===== src/verilog/mbda_cfg.svh =====
// offsets, field positions, reset values and codes of the bank decode block
`ifndef MBDA_CFG_SVH
`define MBDA_CFG_SVH
`define MBDA_NBANK 4
`define MBDA_BANK_SPAN 8'h20
`define MBDA_CTRL_OFS 8'h40
`define MBDA_STAT_OFS 8'h44
`define MBDA_BR_VALID 0
`define MBDA_BR_WLOCK 1
`define MBDA_BR_PARITY_CHECK_ON 2
`define MBDA_BR_EARLY 3
`define MBDA_BR_EARLY_ALT 4
`define MBDA_BR_BACK 5
`define MBDA_BR_RELAX 6
`define MBDA_BR_RST 32'h0000_0050
`define MBDA_OR_RST 32'hF000_0000
`define MBDA_CTRL_LOCKSTEP 0
`define MBDA_CTRL_ROWCOL 1
`define MBDA_CTRL_TOPSTRB 2
`define MBDA_CTRL_RST 32'h0000_0000
`define MBDA_SPS_EXT 2'h3
`define MBDA_ACK_W32 2'h3
`define MBDA_ACK_W16 2'h2
`define MBDA_ACK_W8 2'h1
`define MBDA_M_INT 2'h0
`define MBDA_M_BURST 2'h2
`define MBDA_RESP_OK 2'h0
`define MBDA_RESP_ERR 2'h2
`define MBDA_SRAM_EXTRA 5'h02
`define MBDA_DRAM_EXTRA 5'h03
`endif


===== src/verilog/mbda_pkg.sv =====
// types shared by the bank decode block
package mbda_pkg;
    typedef enum logic [3:0] {
        ST_IDLE = 4'b0001,
        ST_LEAD = 4'b0010,
        ST_RUN = 4'b0100,
        ST_ENDS = 4'b1000
    } mbda_state_type;
    typedef struct packed {
        logic [31:0] addr;
        logic [3:0] space;
        logic write;
        logic [1:0] master;
        logic burst;
    } mbda_req_type;
    typedef struct packed {
        logic [1:0] bank;
        logic dram;
        logic early;
        logic relax;
        logic burst;
        logic bm;
        logic async_m;
        logic [1:0] sps;
        logic [1:0] bcyc;
        logic [4:0] len;
        logic [31:0] addr;
    } mbda_attr_type;
endpackage

===== src/verilog/mbda_bank_decode.sv =====
// bank base/option decode, attribute timing and register slave
//
// Decided for this implementation: the AXI4-Lite slave port and the placing of the registers.
`include "mbda_cfg.svh"
// Behaviour
// - a bank's select never asserts unless its valid bit is one
// - writes to a locked bank: no select, no acks, violation flag set
// - parity check only with parity enable, never for asynchronous external masters
// - early release drops select two steps early on SRAM writes, same length
// - alternate early release does the same for burst-master writes
// - timing tweaks ignored for SRAM external cycles without lockstep mode
// - burst enable acknowledges bursts and drives incrementing address bits 3:2
// - relaxed start delays select one step and adds one clock
// - DRAM relaxed start delays row strobe, then column select further
// - bus space code is compared with the bank space code
// - internal masters compare address bits 31:11 and space code
// - external masters compare bits 31:28 unless those pins carry strobes
// - bank type selects SRAM or DRAM length, muxing and row release
// - port width: 32, 16, 8 bits, or external size acknowledge
// - internal end drives size acks; external end only samples them
// - burst master gets transfer ack instead; external mode samples it
// - size acks still sampled so an agent may end the cycle early
// - after reset bank zero is valid if the boot select pin says so
// - cleared mask bits drop address bits from the comparison
// - cleared space mask bits drop space code bits from the comparison
// - with two hits only the lower-numbered bank selects
// - length field sets wait states; DRAM length is field plus three
module mbda_bank_decode
    import mbda_pkg::*;
(
    input wire logic clk_in,
    input wire logic rst_in,
    input wire logic [7:0] s_axi_awaddr_in,
    input wire logic s_axi_awvalid_in,
    output logic s_axi_awready_out,
    input wire logic [31:0] s_axi_wdata_in,
    input wire logic [3:0] s_axi_wstrb_in,
    input wire logic s_axi_wvalid_in,
    output logic s_axi_wready_out,
    output logic [1:0] s_axi_bresp_out,
    output logic s_axi_bvalid_out,
    input wire logic s_axi_bready_in,
    input wire logic [7:0] s_axi_araddr_in,
    input wire logic s_axi_arvalid_in,
    output logic s_axi_arready_out,
    output logic [31:0] s_axi_rdata_out,
    output logic [1:0] s_axi_rresp_out,
    output logic s_axi_rvalid_out,
    input wire logic s_axi_rready_in,
    input wire logic boot_select_en_in,
    input wire mbda_req_type req_in,
    input wire logic req_valid_in,
    input wire logic [1:0] size_ack_in,
    input wire logic transfer_ack_in,
    output logic [3:0] bank_sel_n_out,
    output logic row_col_select_out,
    output logic [31:0] mem_addr_out,
    output logic [1:0] size_ack_out,
    output logic size_ack_oe_out,
    output logic transfer_ack_out,
    output logic transfer_ack_oe_out,
    output logic [1:0] burst_addr_out,
    output logic parity_check_out,
    output logic req_done_out,
    output logic req_fault_out
);
    function automatic logic bank_hit(input mbda_req_type r, input logic [31:0] b,
                                      input logic [31:0] o, input logic top_cmp);
        logic [20:0] m;
        m = {{4{top_cmp}}, o[27:11]};
        return b[`MBDA_BR_VALID] && (((r.addr[31:11] ^ b[31:11]) & m) == 21'h0_0000)
            && (((r.space ^ b[10:7]) & o[10:7]) == 4'h0);
    endfunction

    function automatic logic [31:0] merge_strb(input logic [31:0] old,
                                               input logic [31:0] nw, input logic [3:0] s);
        logic [31:0] res;
        res = old;
        for (int i = 0; i < 4; i++) begin
            if (s[i]) begin
                res[8*i +: 8] = nw[8*i +: 8];
            end
        end
        return res;
    endfunction

    logic [31:0] br_q [`MBDA_NBANK];
    logic [31:0] or_q [`MBDA_NBANK];
    logic [31:0] ctrl_q;
    logic wvf_q;
    logic init_q;
    logic [3:0] sync1_q;
    logic [3:0] sync2_q;
    mbda_state_type st_q;
    mbda_attr_type att_q;
    logic [4:0] up_q;
    logic [1:0] beat_q;
    logic aw_have_q, w_have_q;
    logic [7:0] aw_addr_q;
    logic [31:0] w_data_q;
    logic [3:0] w_strb_q;

    // pins from outside the clock domain pass two flops first
    always_ff @(posedge clk_in) begin
        sync1_q <= {boot_select_en_in, transfer_ack_in, size_ack_in};
        sync2_q <= sync1_q;
    end
    wire [1:0] size_ack_s = sync2_q[1:0];
    wire tack_s = sync2_q[2];
    wire boot_s = sync2_q[3];

    // address and space decode
    wire ext_m = req_in.master != `MBDA_M_INT;
    wire bm_m = req_in.master == `MBDA_M_BURST;
    wire top_cmp = !ext_m || !ctrl_q[`MBDA_CTRL_TOPSTRB];
    wire [3:0] hit;
    for (genvar g = 0; g < `MBDA_NBANK; g++) begin : g_hit
        assign hit[g] = bank_hit(req_in, br_q[g], or_q[g], top_cmp);
    end
    wire found = |hit;
    wire [1:0] idx = hit[0] ? 2'd0 : hit[1] ? 2'd1 : hit[2] ? 2'd2 : 2'd3;
    wire [31:0] b_s = br_q[idx];
    wire [31:0] o_s = or_q[idx];

    // attributes of the hit bank for this request
    wire dram_s = o_s[0];
    wire async_s = ext_m && !ctrl_q[`MBDA_CTRL_LOCKSTEP];
    wire tim_ok = dram_s || !async_s;
    wire early_pick = bm_m ? b_s[`MBDA_BR_EARLY_ALT] : b_s[`MBDA_BR_EARLY];
    wire early_s = !dram_s && req_in.write && tim_ok && early_pick;
    wire relax_s = b_s[`MBDA_BR_RELAX] && !bm_m && tim_ok;
    wire locked_s = req_in.write && b_s[`MBDA_BR_WLOCK];
    wire burst_s = bm_m && req_in.burst && b_s[`MBDA_BR_BACK] && !dram_s;
    wire [4:0] extra = dram_s ? `MBDA_DRAM_EXTRA : `MBDA_SRAM_EXTRA;
    wire [4:0] len_s = {1'b0, o_s[31:28]} + extra;
    wire launch = st_q == ST_IDLE && req_valid_in && found && !locked_s;
    wire [3:0] sel_s = ~(4'h1 << idx);
    wire [3:0] sel_a = ~(4'h1 << att_q.bank);
    wire sps_ext_a = !att_q.dram && att_q.sps == `MBDA_SPS_EXT;
    wire last_run = up_q == att_q.len - 5'h01;
    wire col_step = up_q == {4'h0, att_q.relax};
    wire mux_on = att_q.dram && ctrl_q[`MBDA_CTRL_ROWCOL];
    wire [1:0] ack_code = att_q.sps == 2'h0 ? `MBDA_ACK_W32 :
                          att_q.sps == 2'h1 ? `MBDA_ACK_W16 : `MBDA_ACK_W8;
    // early end by an outside agent; the burst master ends on transfer ack only
    wire ext_end = sps_ext_a ? (att_q.bm ? tack_s : |size_ack_s)
                             : (!att_q.bm && |size_ack_s);

    // access sequencer; one step of select timing is one clock here
    always_ff @(posedge clk_in) begin
        if (rst_in) begin
            st_q <= ST_IDLE;
            att_q <= '0;
            up_q <= 5'h00;
            beat_q <= 2'h0;
            bank_sel_n_out <= 4'hF;
            row_col_select_out <= 1'b1;
            mem_addr_out <= 32'h0000_0000;
            size_ack_out <= 2'h0;
            size_ack_oe_out <= 1'b0;
            transfer_ack_out <= 1'b0;
            transfer_ack_oe_out <= 1'b0;
            burst_addr_out <= 2'h0;
            parity_check_out <= 1'b0;
            req_done_out <= 1'b0;
            req_fault_out <= 1'b0;
        end else begin
            req_done_out <= 1'b0;
            req_fault_out <= 1'b0;
            case (st_q)
                ST_IDLE: begin
                    if (req_valid_in && (!found || locked_s)) begin
                        req_done_out <= 1'b1;
                        req_fault_out <= 1'b1;
                    end else if (launch) begin
                        att_q <= '{bank: idx, dram: dram_s, early: early_s, relax: relax_s,
                                   burst: burst_s, bm: bm_m, async_m: async_s,
                                   sps: o_s[2:1], bcyc: o_s[6:5], len: len_s,
                                   addr: req_in.addr};
                        up_q <= 5'h00;
                        beat_q <= req_in.addr[3:2];
                        burst_addr_out <= req_in.addr[3:2];
                        mem_addr_out <= req_in.addr;
                        row_col_select_out <= 1'b1;
                        parity_check_out <= b_s[`MBDA_BR_PARITY_CHECK_ON] && !async_s;
                        st_q <= relax_s ? ST_LEAD : ST_RUN;
                        bank_sel_n_out <= relax_s ? 4'hF : sel_s;
                    end
                end
                ST_LEAD: begin
                    bank_sel_n_out <= sel_a;
                    st_q <= ST_RUN;
                end
                ST_RUN: begin
                    up_q <= up_q + 5'h01;
                    if (col_step) begin
                        row_col_select_out <= 1'b0;
                        if (mux_on) begin
                            mem_addr_out <= {11'h000, att_q.addr[31:11]};
                        end
                    end
                    if (att_q.early && up_q == att_q.len - 5'h02) begin
                        bank_sel_n_out <= 4'hF;
                    end
                    if (ext_end) begin
                        st_q <= ST_ENDS;
                    end else if (last_run && !sps_ext_a) begin
                        size_ack_out <= ack_code;
                        size_ack_oe_out <= !att_q.bm;
                        transfer_ack_out <= att_q.bm;
                        transfer_ack_oe_out <= att_q.bm;
                        st_q <= ST_ENDS;
                    end
                end
                ST_ENDS: begin
                    size_ack_out <= 2'h0;
                    size_ack_oe_out <= 1'b0;
                    transfer_ack_out <= 1'b0;
                    transfer_ack_oe_out <= 1'b0;
                    if (att_q.burst && beat_q != att_q.addr[3:2] - 2'h1) begin
                        beat_q <= beat_q + 2'h1;
                        burst_addr_out <= beat_q + 2'h1;
                        att_q.len <= {3'h0, att_q.bcyc} + 5'h01;
                        att_q.early <= 1'b0;
                        up_q <= 5'h00;
                        bank_sel_n_out <= sel_a;
                        st_q <= ST_RUN;
                    end else begin
                        bank_sel_n_out <= 4'hF;
                        row_col_select_out <= 1'b1;
                        parity_check_out <= 1'b0;
                        req_done_out <= 1'b1;
                        st_q <= ST_IDLE;
                    end
                end
                default: st_q <= ST_IDLE;
            endcase
        end
    end

    // register slave
    wire aw_take = s_axi_awvalid_in && s_axi_awready_out;
    wire w_take = s_axi_wvalid_in && s_axi_wready_out;
    wire wr_fire = aw_have_q && w_have_q && !s_axi_bvalid_out;
    wire ar_take = s_axi_arvalid_in && s_axi_arready_out;
    wire aw_next = (aw_have_q && !wr_fire) || aw_take;
    wire w_next = (w_have_q && !wr_fire) || w_take;
    wire r_next = (s_axi_rvalid_out && !s_axi_rready_in) || ar_take;
    wire wr_bank = aw_addr_q < `MBDA_BANK_SPAN;
    wire wr_ctrl = aw_addr_q == `MBDA_CTRL_OFS;
    wire wr_stat = aw_addr_q == `MBDA_STAT_OFS;
    wire wr_ok = wr_bank || wr_ctrl || wr_stat;
    wire [1:0] wbank = aw_addr_q[4:3];
    wire rd_bank = s_axi_araddr_in < `MBDA_BANK_SPAN;
    wire [1:0] rbank = s_axi_araddr_in[4:3];
    wire rd_ctrl = s_axi_araddr_in == `MBDA_CTRL_OFS;
    wire rd_stat = s_axi_araddr_in == `MBDA_STAT_OFS;
    wire rd_ok = rd_bank || rd_ctrl || rd_stat;
    wire [31:0] rd_word = rd_bank ? (s_axi_araddr_in[2] ? or_q[rbank] : br_q[rbank]) :
                          rd_ctrl ? ctrl_q : rd_stat ? {31'h0, wvf_q} : 32'h0000_0000;
    wire wvf_set = st_q == ST_IDLE && req_valid_in && found && locked_s;
    wire wvf_clr = wr_fire && wr_stat && w_strb_q[0] && w_data_q[0];

    always_ff @(posedge clk_in) begin
        if (rst_in) begin
            aw_have_q <= 1'b0;
            w_have_q <= 1'b0;
            aw_addr_q <= 8'h00;
            w_data_q <= 32'h0000_0000;
            w_strb_q <= 4'h0;
            s_axi_awready_out <= 1'b1;
            s_axi_wready_out <= 1'b1;
            s_axi_bvalid_out <= 1'b0;
            s_axi_bresp_out <= `MBDA_RESP_OK;
            s_axi_arready_out <= 1'b1;
            s_axi_rvalid_out <= 1'b0;
            s_axi_rresp_out <= `MBDA_RESP_OK;
            s_axi_rdata_out <= 32'h0000_0000;
        end else begin
            aw_have_q <= aw_next;
            w_have_q <= w_next;
            s_axi_awready_out <= !aw_next;
            s_axi_wready_out <= !w_next;
            s_axi_arready_out <= !r_next;
            if (aw_take) begin
                aw_addr_q <= {s_axi_awaddr_in[7:2], 2'h0};
            end
            if (w_take) begin
                w_data_q <= s_axi_wdata_in;
                w_strb_q <= s_axi_wstrb_in;
            end
            if (wr_fire) begin
                s_axi_bvalid_out <= 1'b1;
                s_axi_bresp_out <= wr_ok ? `MBDA_RESP_OK : `MBDA_RESP_ERR;
            end else if (s_axi_bready_in) begin
                s_axi_bvalid_out <= 1'b0;
            end
            if (ar_take) begin
                s_axi_rvalid_out <= 1'b1;
                s_axi_rdata_out <= rd_word;
                s_axi_rresp_out <= rd_ok ? `MBDA_RESP_OK : `MBDA_RESP_ERR;
            end else if (s_axi_rready_in) begin
                s_axi_rvalid_out <= 1'b0;
            end
        end
    end

    // bank registers; bank zero is armed from the boot pin once after reset
    always_ff @(posedge clk_in) begin
        if (rst_in) begin
            for (int i = 0; i < `MBDA_NBANK; i++) begin
                br_q[i] <= `MBDA_BR_RST;
                or_q[i] <= `MBDA_OR_RST;
            end
            ctrl_q <= `MBDA_CTRL_RST;
            wvf_q <= 1'b0;
            init_q <= 1'b0;
        end else begin
            init_q <= 1'b1;
            wvf_q <= wvf_set || (wvf_q && !wvf_clr); // set wins over clear
            if (wr_fire && wr_bank && aw_addr_q[2]) begin
                or_q[wbank] <= merge_strb(or_q[wbank], w_data_q, w_strb_q);
            end
            if (wr_fire && wr_bank && !aw_addr_q[2]) begin
                br_q[wbank] <= merge_strb(br_q[wbank], w_data_q, w_strb_q);
            end
            if (!init_q) begin
                br_q[0][`MBDA_BR_VALID] <= boot_s;
            end
            if (wr_fire && wr_ctrl) begin
                ctrl_q <= merge_strb(ctrl_q, w_data_q, w_strb_q) & 32'h0000_0007;
            end
        end
    end
endmodule


===== config.mk =====
export PLATFORM = sky130hd
export DESIGN_NAME = mbda_bank_decode
export DESIGN_NICKNAME = d
export VERILOG_FILES = /design/src/verilog/mbda_pkg.sv /design/src/verilog/mbda_bank_decode.sv
export VERILOG_INCLUDE_DIRS = /design/src /design/src/verilog
export SDC_FILE = /design/constraint.sdc
export NUM_CORES = 1
export LEC_CHECK = 0
export BUFFER_PORTS_ARGS = -buffer_cell sky130_fd_sc_hd__buf_2
export CORE_UTILIZATION = 35
export CTS_CLUSTER_SIZE = 16
export DETAILED_ROUTE_END_ITERATION = 7
export GPL_ROUTABILITY_DRIVEN = 0
export SYNTH_ARGS = -nofsm -noshare
export SYNTH_HDL_FRONTEND = slang
export SYNTH_SLANG_ARGS = --single-unit

===== constraint.sdc =====
create_clock -name clk_in -period 3.39 [get_ports clk_in]
set_input_delay 0.339 -clock clk_in [delete_from_list [all_inputs] [get_ports clk_in]]
set_output_delay 0.339 -clock clk_in [all_outputs]
set_load 0.03 [all_outputs]

==> impl_summary.log, run 1 <==
[metrics] clock tree sinks: 446
[metrics] number of global-route vias before repair: 16.3k
[metrics] critical-path maximum fanout: 13
[metrics] peak clock frequency supported by timing: 0.312 GHz
[metrics] minimum clock period after layout: 3210 ps
[metrics] final slew viol count: 0
[metrics] number of detailed-route iterations in the first pass: 5
[metrics] kind of critical path: reg -> reg
[metrics] number of input and output port buffers inserted: 187
[metrics] Max Root-Sink Buffers: 3
[metrics] count of routing violations after the opening detailed-route iteration: 1218
[metrics] busiest metal layer after global routing: met2
[metrics] share of layout cells above drive strength 1: 21.4%
[metrics] worst voltage drop across the vdd grid: 0.342 mV
[metrics] startpoint of the worst hold path: s_axi_awaddr_in[6]
[metrics] crit-path leading delay family: compound AO/OA/AOI/OAI gates
[metrics] horizontal die dimension: 245 um
[metrics] hpwl dp: 50300 um
[metrics] CTS tree: built
[metrics] Post-Place Worst Slack: 20.3 ps
[metrics] routing usage on met1: 29.0%
[metrics] Critical Path End Type: flip-flop
[metrics] share of synthesized registers carrying an async set or reset: 0%
[metrics] first-pass GRT wire length: 100000 um
[metrics] Synth Register Bits: 446
[metrics] worst min-delay path class: in -> reg
[metrics] sequential element share of the synthesized area: 55.5%
[metrics] pin slew with the least headroom to its limit: 1090 ps
[metrics] total CTS buffers: 50
[metrics] detailed-route DRC error count: 0
[metrics] number of levels the H-tree was split into: 2
[metrics] leftover overflow at the end of global routing: 0
[metrics] arrival time reported for the critical path endpoint: 3750 ps
[metrics] detail-routed via count per cell: 5.26
[metrics] met3 routing resource usage after global routing: 5.39%
[metrics] mean post-synth cell area: 10.5 um^2
[metrics] max incr delay on CP: 430 ps
[metrics] final cell count without fillers: 3102
[metrics] setup repair after global routing missed its margin: no
[metrics] run status: finished clean
[metrics] count of mapped cells out of synthesis: 1980
[metrics] cell chosen for the clock root: clkbuf_16
[metrics] # fillers: 5567
[metrics] Die Span Y: 245 um
[metrics] flip-flop cell with the highest count after synthesis: edfxtp_1
[metrics] number of enable flip-flop cells after synthesis: 256
[metrics] clk_lat worst skew: 610 ps
[metrics] placed insts: 2962
[metrics] Worst slew margin: 27.3%
[metrics] Worst-path clk slew: 60 ps
[metrics] Antenna Nets Post-Route: 0
[metrics] global routing met2 resource utilization: 36.2%
[metrics] start of the worst register-to-register path: br_q[0][11]
[metrics] Cell Rows: 88
[metrics] synth unique cells: 64
[metrics] final-stage net count: 2407
[metrics] sum of negative setup slack: 0 ps
[metrics] post-route worst setup slack: 180 ps
[metrics] Clock Skews: 21.2 ps
[metrics] antenna violations before repair: 4
[metrics] Yosys Warn Count: 0
[metrics] leakage component of the power: 0.0102 uW
[metrics] count of buffer and inverter cells on the critical path: 1
[metrics] final worst path period share: 94.7%
[metrics] worst hold slack: 14.1 ps
[metrics] Req. time, crit path: 3930 ps
[metrics] launch point of the worst path: br_q[0][11]
[metrics] max-capacitance violation count: 0
[metrics] mapped cell area: 0.0207 mm^2
[metrics] power per cell area: 487 mW/mm^2
[metrics] cell type of the slowest stage on the worst timing path: edfxtp_1
[metrics] kind of start point of the critical path: flip-flop
[metrics] effective utilization at floorplan: 35.6%
[metrics] wire per inst: 21.8 um
[metrics] total global-route track usage: 22.3%
[metrics] DIE AREA: 0.0602 mm^2
[metrics] Fin. Hold Viols: 0
[metrics] number of diodes: 0
[metrics] final cell area excluding filler cells: 0.0255 mm^2
[metrics] I/O pin count: 192
[metrics] signed area change from the synthesized netlist to the final layout: 23.0%
[metrics] total wire length: 67600 um
[metrics] number of failing setup endpoints in the final timing report: 0
[metrics] total via count in the routed design: 16.3k
[metrics] cell chain of the critical path: xor2_1 > a22oi_1 > nand4_1 > nor4_4 > buf_12 > and4b_1 > a211oi_4 > nand2_4 > a22o_1 > a311oi_1 > a211o_1
[metrics] largest net degree at the start of global routing: 97
[metrics] standard cell area after detailed placement: 0.0233 mm^2
[metrics] core area: 0.0581 mm^2
==> path summary, 6_finish.rpt <==
check                           depth (start not counted)  slack [ps]           endpoint
worst max-delay path                                   11         180  bank_sel_n_out[2]
worst min-delay path                                    3          10       aw_addr_q[6]
worst max register to register                         11         180  bank_sel_n_out[2]
worst min register to register                          0         330         sync2_q[2]
==> synth_stat cells, drive strengths merged, types with 8 or more instances <==
| library cell | number | area share, % |
|---|---|---|
| a21boi | 8 | 0.29 |
| a21oi | 127 | 3.1 |
| a22oi | 52 | 1.9 |
| a311oi | 22 | 0.93 |
| buf | 48 | 1.3 |
| clkbuf | 68 | 1.2 |
| dfxtp | 190 | 18 |
| edfxtp | 256 | 37 |
| inv | 83 | 1.5 |
| mux2i | 63 | 3.0 |
| mux4 | 64 | 7.0 |
| nand2 | 331 | 6.0 |
| nand2b | 11 | 0.33 |
| nand3 | 32 | 0.77 |
| nand4 | 19 | 0.57 |
| nor2 | 329 | 6.0 |
| nor3 | 15 | 0.36 |
| nor4 | 9 | 0.51 |
| o21ai | 27 | 0.65 |
| xnor2 | 23 | 0.97 |
| xor2 | 92 | 3.9 |
==> metrics by stage <==
step / total power, uW / utilization, %
2_1_floorplan: 6600 / -
3_3_place_gp: 7030 / 40.1
3_5_place_dp: 7050 / 40.1
4_1_cts: 12500 / 43.8
5_1_grt: 12800 / 43.8
6_report: 12400 / 43.8
==> flip-flops by register name, summed over array words and instances (netlist names), 3 cells and up <==
signal and cells:
aw_addr_q 6, or_q 128, w_strb_q 4, up_q 5, sync2_q 4, st_q 4, s_axi_rdata_out 32, mem_addr_out 32
att_q 39, br_q 128, ctrl_q 3, bank_sel_n_out 4, sync1_q 4, w_data_q 32
==> per-layer routing <==
layer | up-vias | routed length [um] | part of all wire (%)
met4 | 6 | 1880 | 2.8
met5 | - | 35 | 0.052
met1 | 7939 | 27700 | 41
met2 | 656 | 31700 | 47
met3 | 115 | 6300 | 9.3
li1 | 7587 | - | -
==> cell usage in the layout, fill, tap and decap left out, drive strengths merged, types with 5 or more instances in the layout <==
master	netlist	final
o211ai	5	5
and2	6	6
a211o	6	6
nand2	331	331
a22oi	52	52
buf	48	332
inv	83	85
mux2i	63	63
xor2	92	92
nor2	329	329
xnor2	23	23
a21oi	127	127
clkinv	0	18
o21ai	27	27
dlygate4sd3	0	47
o31ai	6	6
nand3	32	32
nor4	9	9
clkbuf	68	67
edfxtp	256	256
a21boi	8	8
nor2b	6	6
a211oi	7	7
nand4	19	19
a311oi	22	22
ha	7	7
nor3b	6	6
nand2b	11	11
and3	6	6
mux4	64	64
nor3	15	15
or2	7	7
dfxtp	190	190
==> worst min-delay path, cell delays in order <==
cell and delay (ps):
buf_2 100, nand3_1 70, a21oi_1 60
==> where the power goes <==
group	internal, uW	total [uW]	switching [uW]
Clock	3180	5430	2250
Combinational	388	985	598
Sequential	5860	6000	136
==> final cells by class <==
cell class | count | area (um^2) | area share, %
multi-input cells | 1336 | 8440 | 33.1
clock inverters | 26 | 238 | 0.933
inverters | 83 | 312 | 1.22
well taps | 765 | 957 | 3.76
repair buffers | 379 | 2640 | 10.4
clock buffers | 67 | 1390 | 5.46
flip-flops and latches | 446 | 11500 | 45.1
==> cells by family after synthesis <==
family / after synthesis / synth area share, %
flops: 446 / 55.5
simple gates: 795 / 16.2
compound gates: 286 / 8.80
mux: 131 / 10.2
fa+ha+maj: 7 / 0.423
buf+inv: 199 / 4.02
other cells: 1 / 0.0181
xor+xnor: 115 / 4.86
==> repair_timing <==
action / CTS / global route
hold endpoints to repair: 47 / 0
setup endpoints to repair: 0 / 40
buffers inserted: 0 / 0
resized for setup: 0 / 7
hold buffers: 47 / 0
Power figures use the tool's default switching activity.
==> run 2: changes to the inputs <==
- CTS_BUF_LIST: not set -> sky130_fd_sc_hd__clkbuf_4
==> run 2 against run 1 <==
Effect of this change:
- critical path depth unchanged
- largest power group unchanged
- combinational power rose by 7%
- sequential share of layout area shrank 0.95 points
- global-route usage increased by 0.58 points
- critical endpoint unchanged
- sequential power about the same
- sequential cell count unchanged
- non-clock buffer count grew 60
- register-to-register slack about the same
- cell count up 6.0%
==> impl_summary.log, run 2 (synthesis results as in run 1) <==
[metrics] pin slew with the least headroom to its limit: 1080 ps
[metrics] final worst path period share: 95.1%
[metrics] detail-routed via count per cell: 5.18
[metrics] number of input and output port buffers inserted: 187
[metrics] worst-case reg-to-reg path depth: 11
[metrics] hpwl dp: 50300 um
[metrics] run status: finished clean
[metrics] worst voltage drop across the vdd grid: 0.228 mV
[metrics] number of detailed-route iterations in the first pass: 5
[metrics] antenna violations before repair: 4
[metrics] Tot Pwr: 11900 uW
[metrics] core area: 0.0581 mm^2
[metrics] leftover overflow at the end of global routing: 0
[metrics] worst flop-to-flop path endpoint: bank_sel_n_out[2]
[metrics] max-capacitance violation count: 0
[metrics] CTS tree: built
[metrics] signed area change from the synthesized netlist to the final layout: 25.6%
[metrics] Die Span Y: 245 um
[metrics] area taken by multi-input logic gates: 0.00844 mm^2
[metrics] clk_lat worst skew: 890 ps
[metrics] final cell count without fillers: 3289
[metrics] Req. time, crit path: 4210 ps
[metrics] largest net degree at the start of global routing: 97
[metrics] count of routing violations after the opening detailed-route iteration: 1226
[metrics] DIE AREA: 0.0602 mm^2
[metrics] first-pass GRT wire length: 103000 um
[metrics] Max Root-Sink Buffers: 3
[metrics] share of layout cells above drive strength 1: 24.7%
[metrics] # fillers: 5574
[metrics] start of the worst register-to-register path: br_q[2][16]
[metrics] clock tree sinks: 446
[metrics] number of failing setup endpoints in the final timing report: 0
[metrics] total global-route track usage: 22.9%
[metrics] final slew viol count: 0
[metrics] biggest regs: br_q x128, or_q x128, att_q x39
[metrics] kind of critical path: reg -> reg
[metrics] worst min-delay path class: in -> reg
[metrics] crit-path leading delay family: compound AO/OA/AOI/OAI gates
[metrics] Clock Skews: 62.1 ps
[metrics] total wire length: 69100 um
[metrics] final-stage net count: 2535
[metrics] minimum clock period after layout: 3220 ps
[metrics] number of levels the H-tree was split into: 3
[metrics] Worst slew margin: 28.1%
[metrics] post-route worst setup slack: 167 ps
[metrics] number of global-route vias before repair: 17.3k
[metrics] Fin. Hold Viols: 0
[metrics] leakage component of the power: 0.0106 uW
[metrics] detailed-route DRC error count: 0
[metrics] critical-path maximum fanout: 9
[metrics] kind of start point of the critical path: flip-flop
[metrics] cell type of the slowest stage on the worst timing path: edfxtp_1
[metrics] max incr delay on CP: 460 ps
[metrics] sum of negative setup slack: 0 ps
[metrics] I/O pin count: 192
[metrics] leading cell types in the layout, fill and taps excluded: nand2_1 (329), nor2_1 (329), edfxtp_1 (256)
[metrics] cell chain of the critical path: xor2_1 > a22oi_1 > nand4_1 > nor4_4 > buf_4 > mux2_2 > a211oi_4 > nand2_4 > a22o_1 > a311oi_1 > a211o_1
[metrics] horizontal die dimension: 245 um
[metrics] Post-Place Worst Slack: 20.3 ps
[metrics] peak clock frequency supported by timing: 0.310 GHz
[metrics] placed insts: 2962
[metrics] r2r setup slk: 170 ps
[metrics] total CTS buffers: 118
[metrics] launch point of the worst path: br_q[2][16]
[metrics] effective utilization at floorplan: 35.6%
[metrics] cell chosen for the clock root: clkbuf_4
[metrics] cell count along the critical path: 11
[metrics] power per cell area: 459 mW/mm^2
[metrics] Worst-path clk slew: 70 ps
[metrics] total via count in the routed design: 17.0k
[metrics] count of buffer and inverter cells on the critical path: 1
[metrics] Storage cell area: 0.0115 mm^2
[metrics] Critical Path End Type: flip-flop
[metrics] capture point of the critical path: bank_sel_n_out[2]
[metrics] Antenna Nets Post-Route: 0
[metrics] final standard cell utilization of the core: 44.8%
[metrics] arrival time reported for the critical path endpoint: 4040 ps
[metrics] wire per inst: 21.0 um
[metrics] Cell Rows: 88
==> run 2: metrics by stage <==
step                hold slack (ps)  instance area (um^2)
global route                   62.0                 26000
detailed placement              319                 23300
CTS                            26.0                 26000
floorplan                       310                 20700
global placement                317                 23300
finish                          117                 26000
==> run 2: layer usage <==
metal / GRT usage (%) / vias up / part of all wire (%)
met5: 0 / - / 0.032
met3: 6.57 / 125 / 9.7
met2: 36.8 / 738 / 46
met4: 10.0 / 4 / 3.4
li1: - / 7933 / -
met1: 28.5 / 8232 / 40
==> run 2: worst min-delay path by stage <==
stage                   startpoint         end  slack, ps  cells past startpoint
finish              size_ack_in[0]  sync1_q[0]        120                      2
CTS                 size_ack_in[1]  sync1_q[1]         30                      2
global route        size_ack_in[1]  sync1_q[1]         60                      2
global placement        sync1_q[1]  sync2_q[1]        320                      0
detailed placement      sync1_q[2]  sync2_q[2]        320                      0
floorplan               sync1_q[0]  sync2_q[0]        310                      0
==> run 2: layout make-up <==
cell class / count / area share (%)
flip-flops and latches: 446 / 44.2
clock buffers: 193 / 5.57
well taps: 765 / 3.68
inverters: 83 / 1.20
repair buffers: 439 / 12.5
diodes: 2 / 0.0192
multi-input cells: 1336 / 32.4
clock inverters: 25 / 0.481
==> run 2: what timing repair did <==
item | CTS | global route
buffers inserted | 0 | 1
gates resized for setup | 0 | 6
setup endpoints to repair | 0 | 43
hold buffers | 106 | 0
hold endpoints to repair | 133 | 0
==> run 2: power breakdown <==
group | total [uW] | internal [uW] | switching (uW)
clock | 4890 | 2630 | 2260
sequential | 6000 | 5860 | 137
combinational | 1050 | 435 | 611
==> run 2: worst register-to-register path, cell delays in order, from the launching register on <==
cell and delay [ps]:
edfxtp_1 460, xor2_1 180, a22oi_1 250, nand4_1 180, nor4_4 270, buf_4 180, mux2_2 380, a211oi_4 270
nand2_4 160, a22o_1 350, a311oi_1 330, a211o_1 150
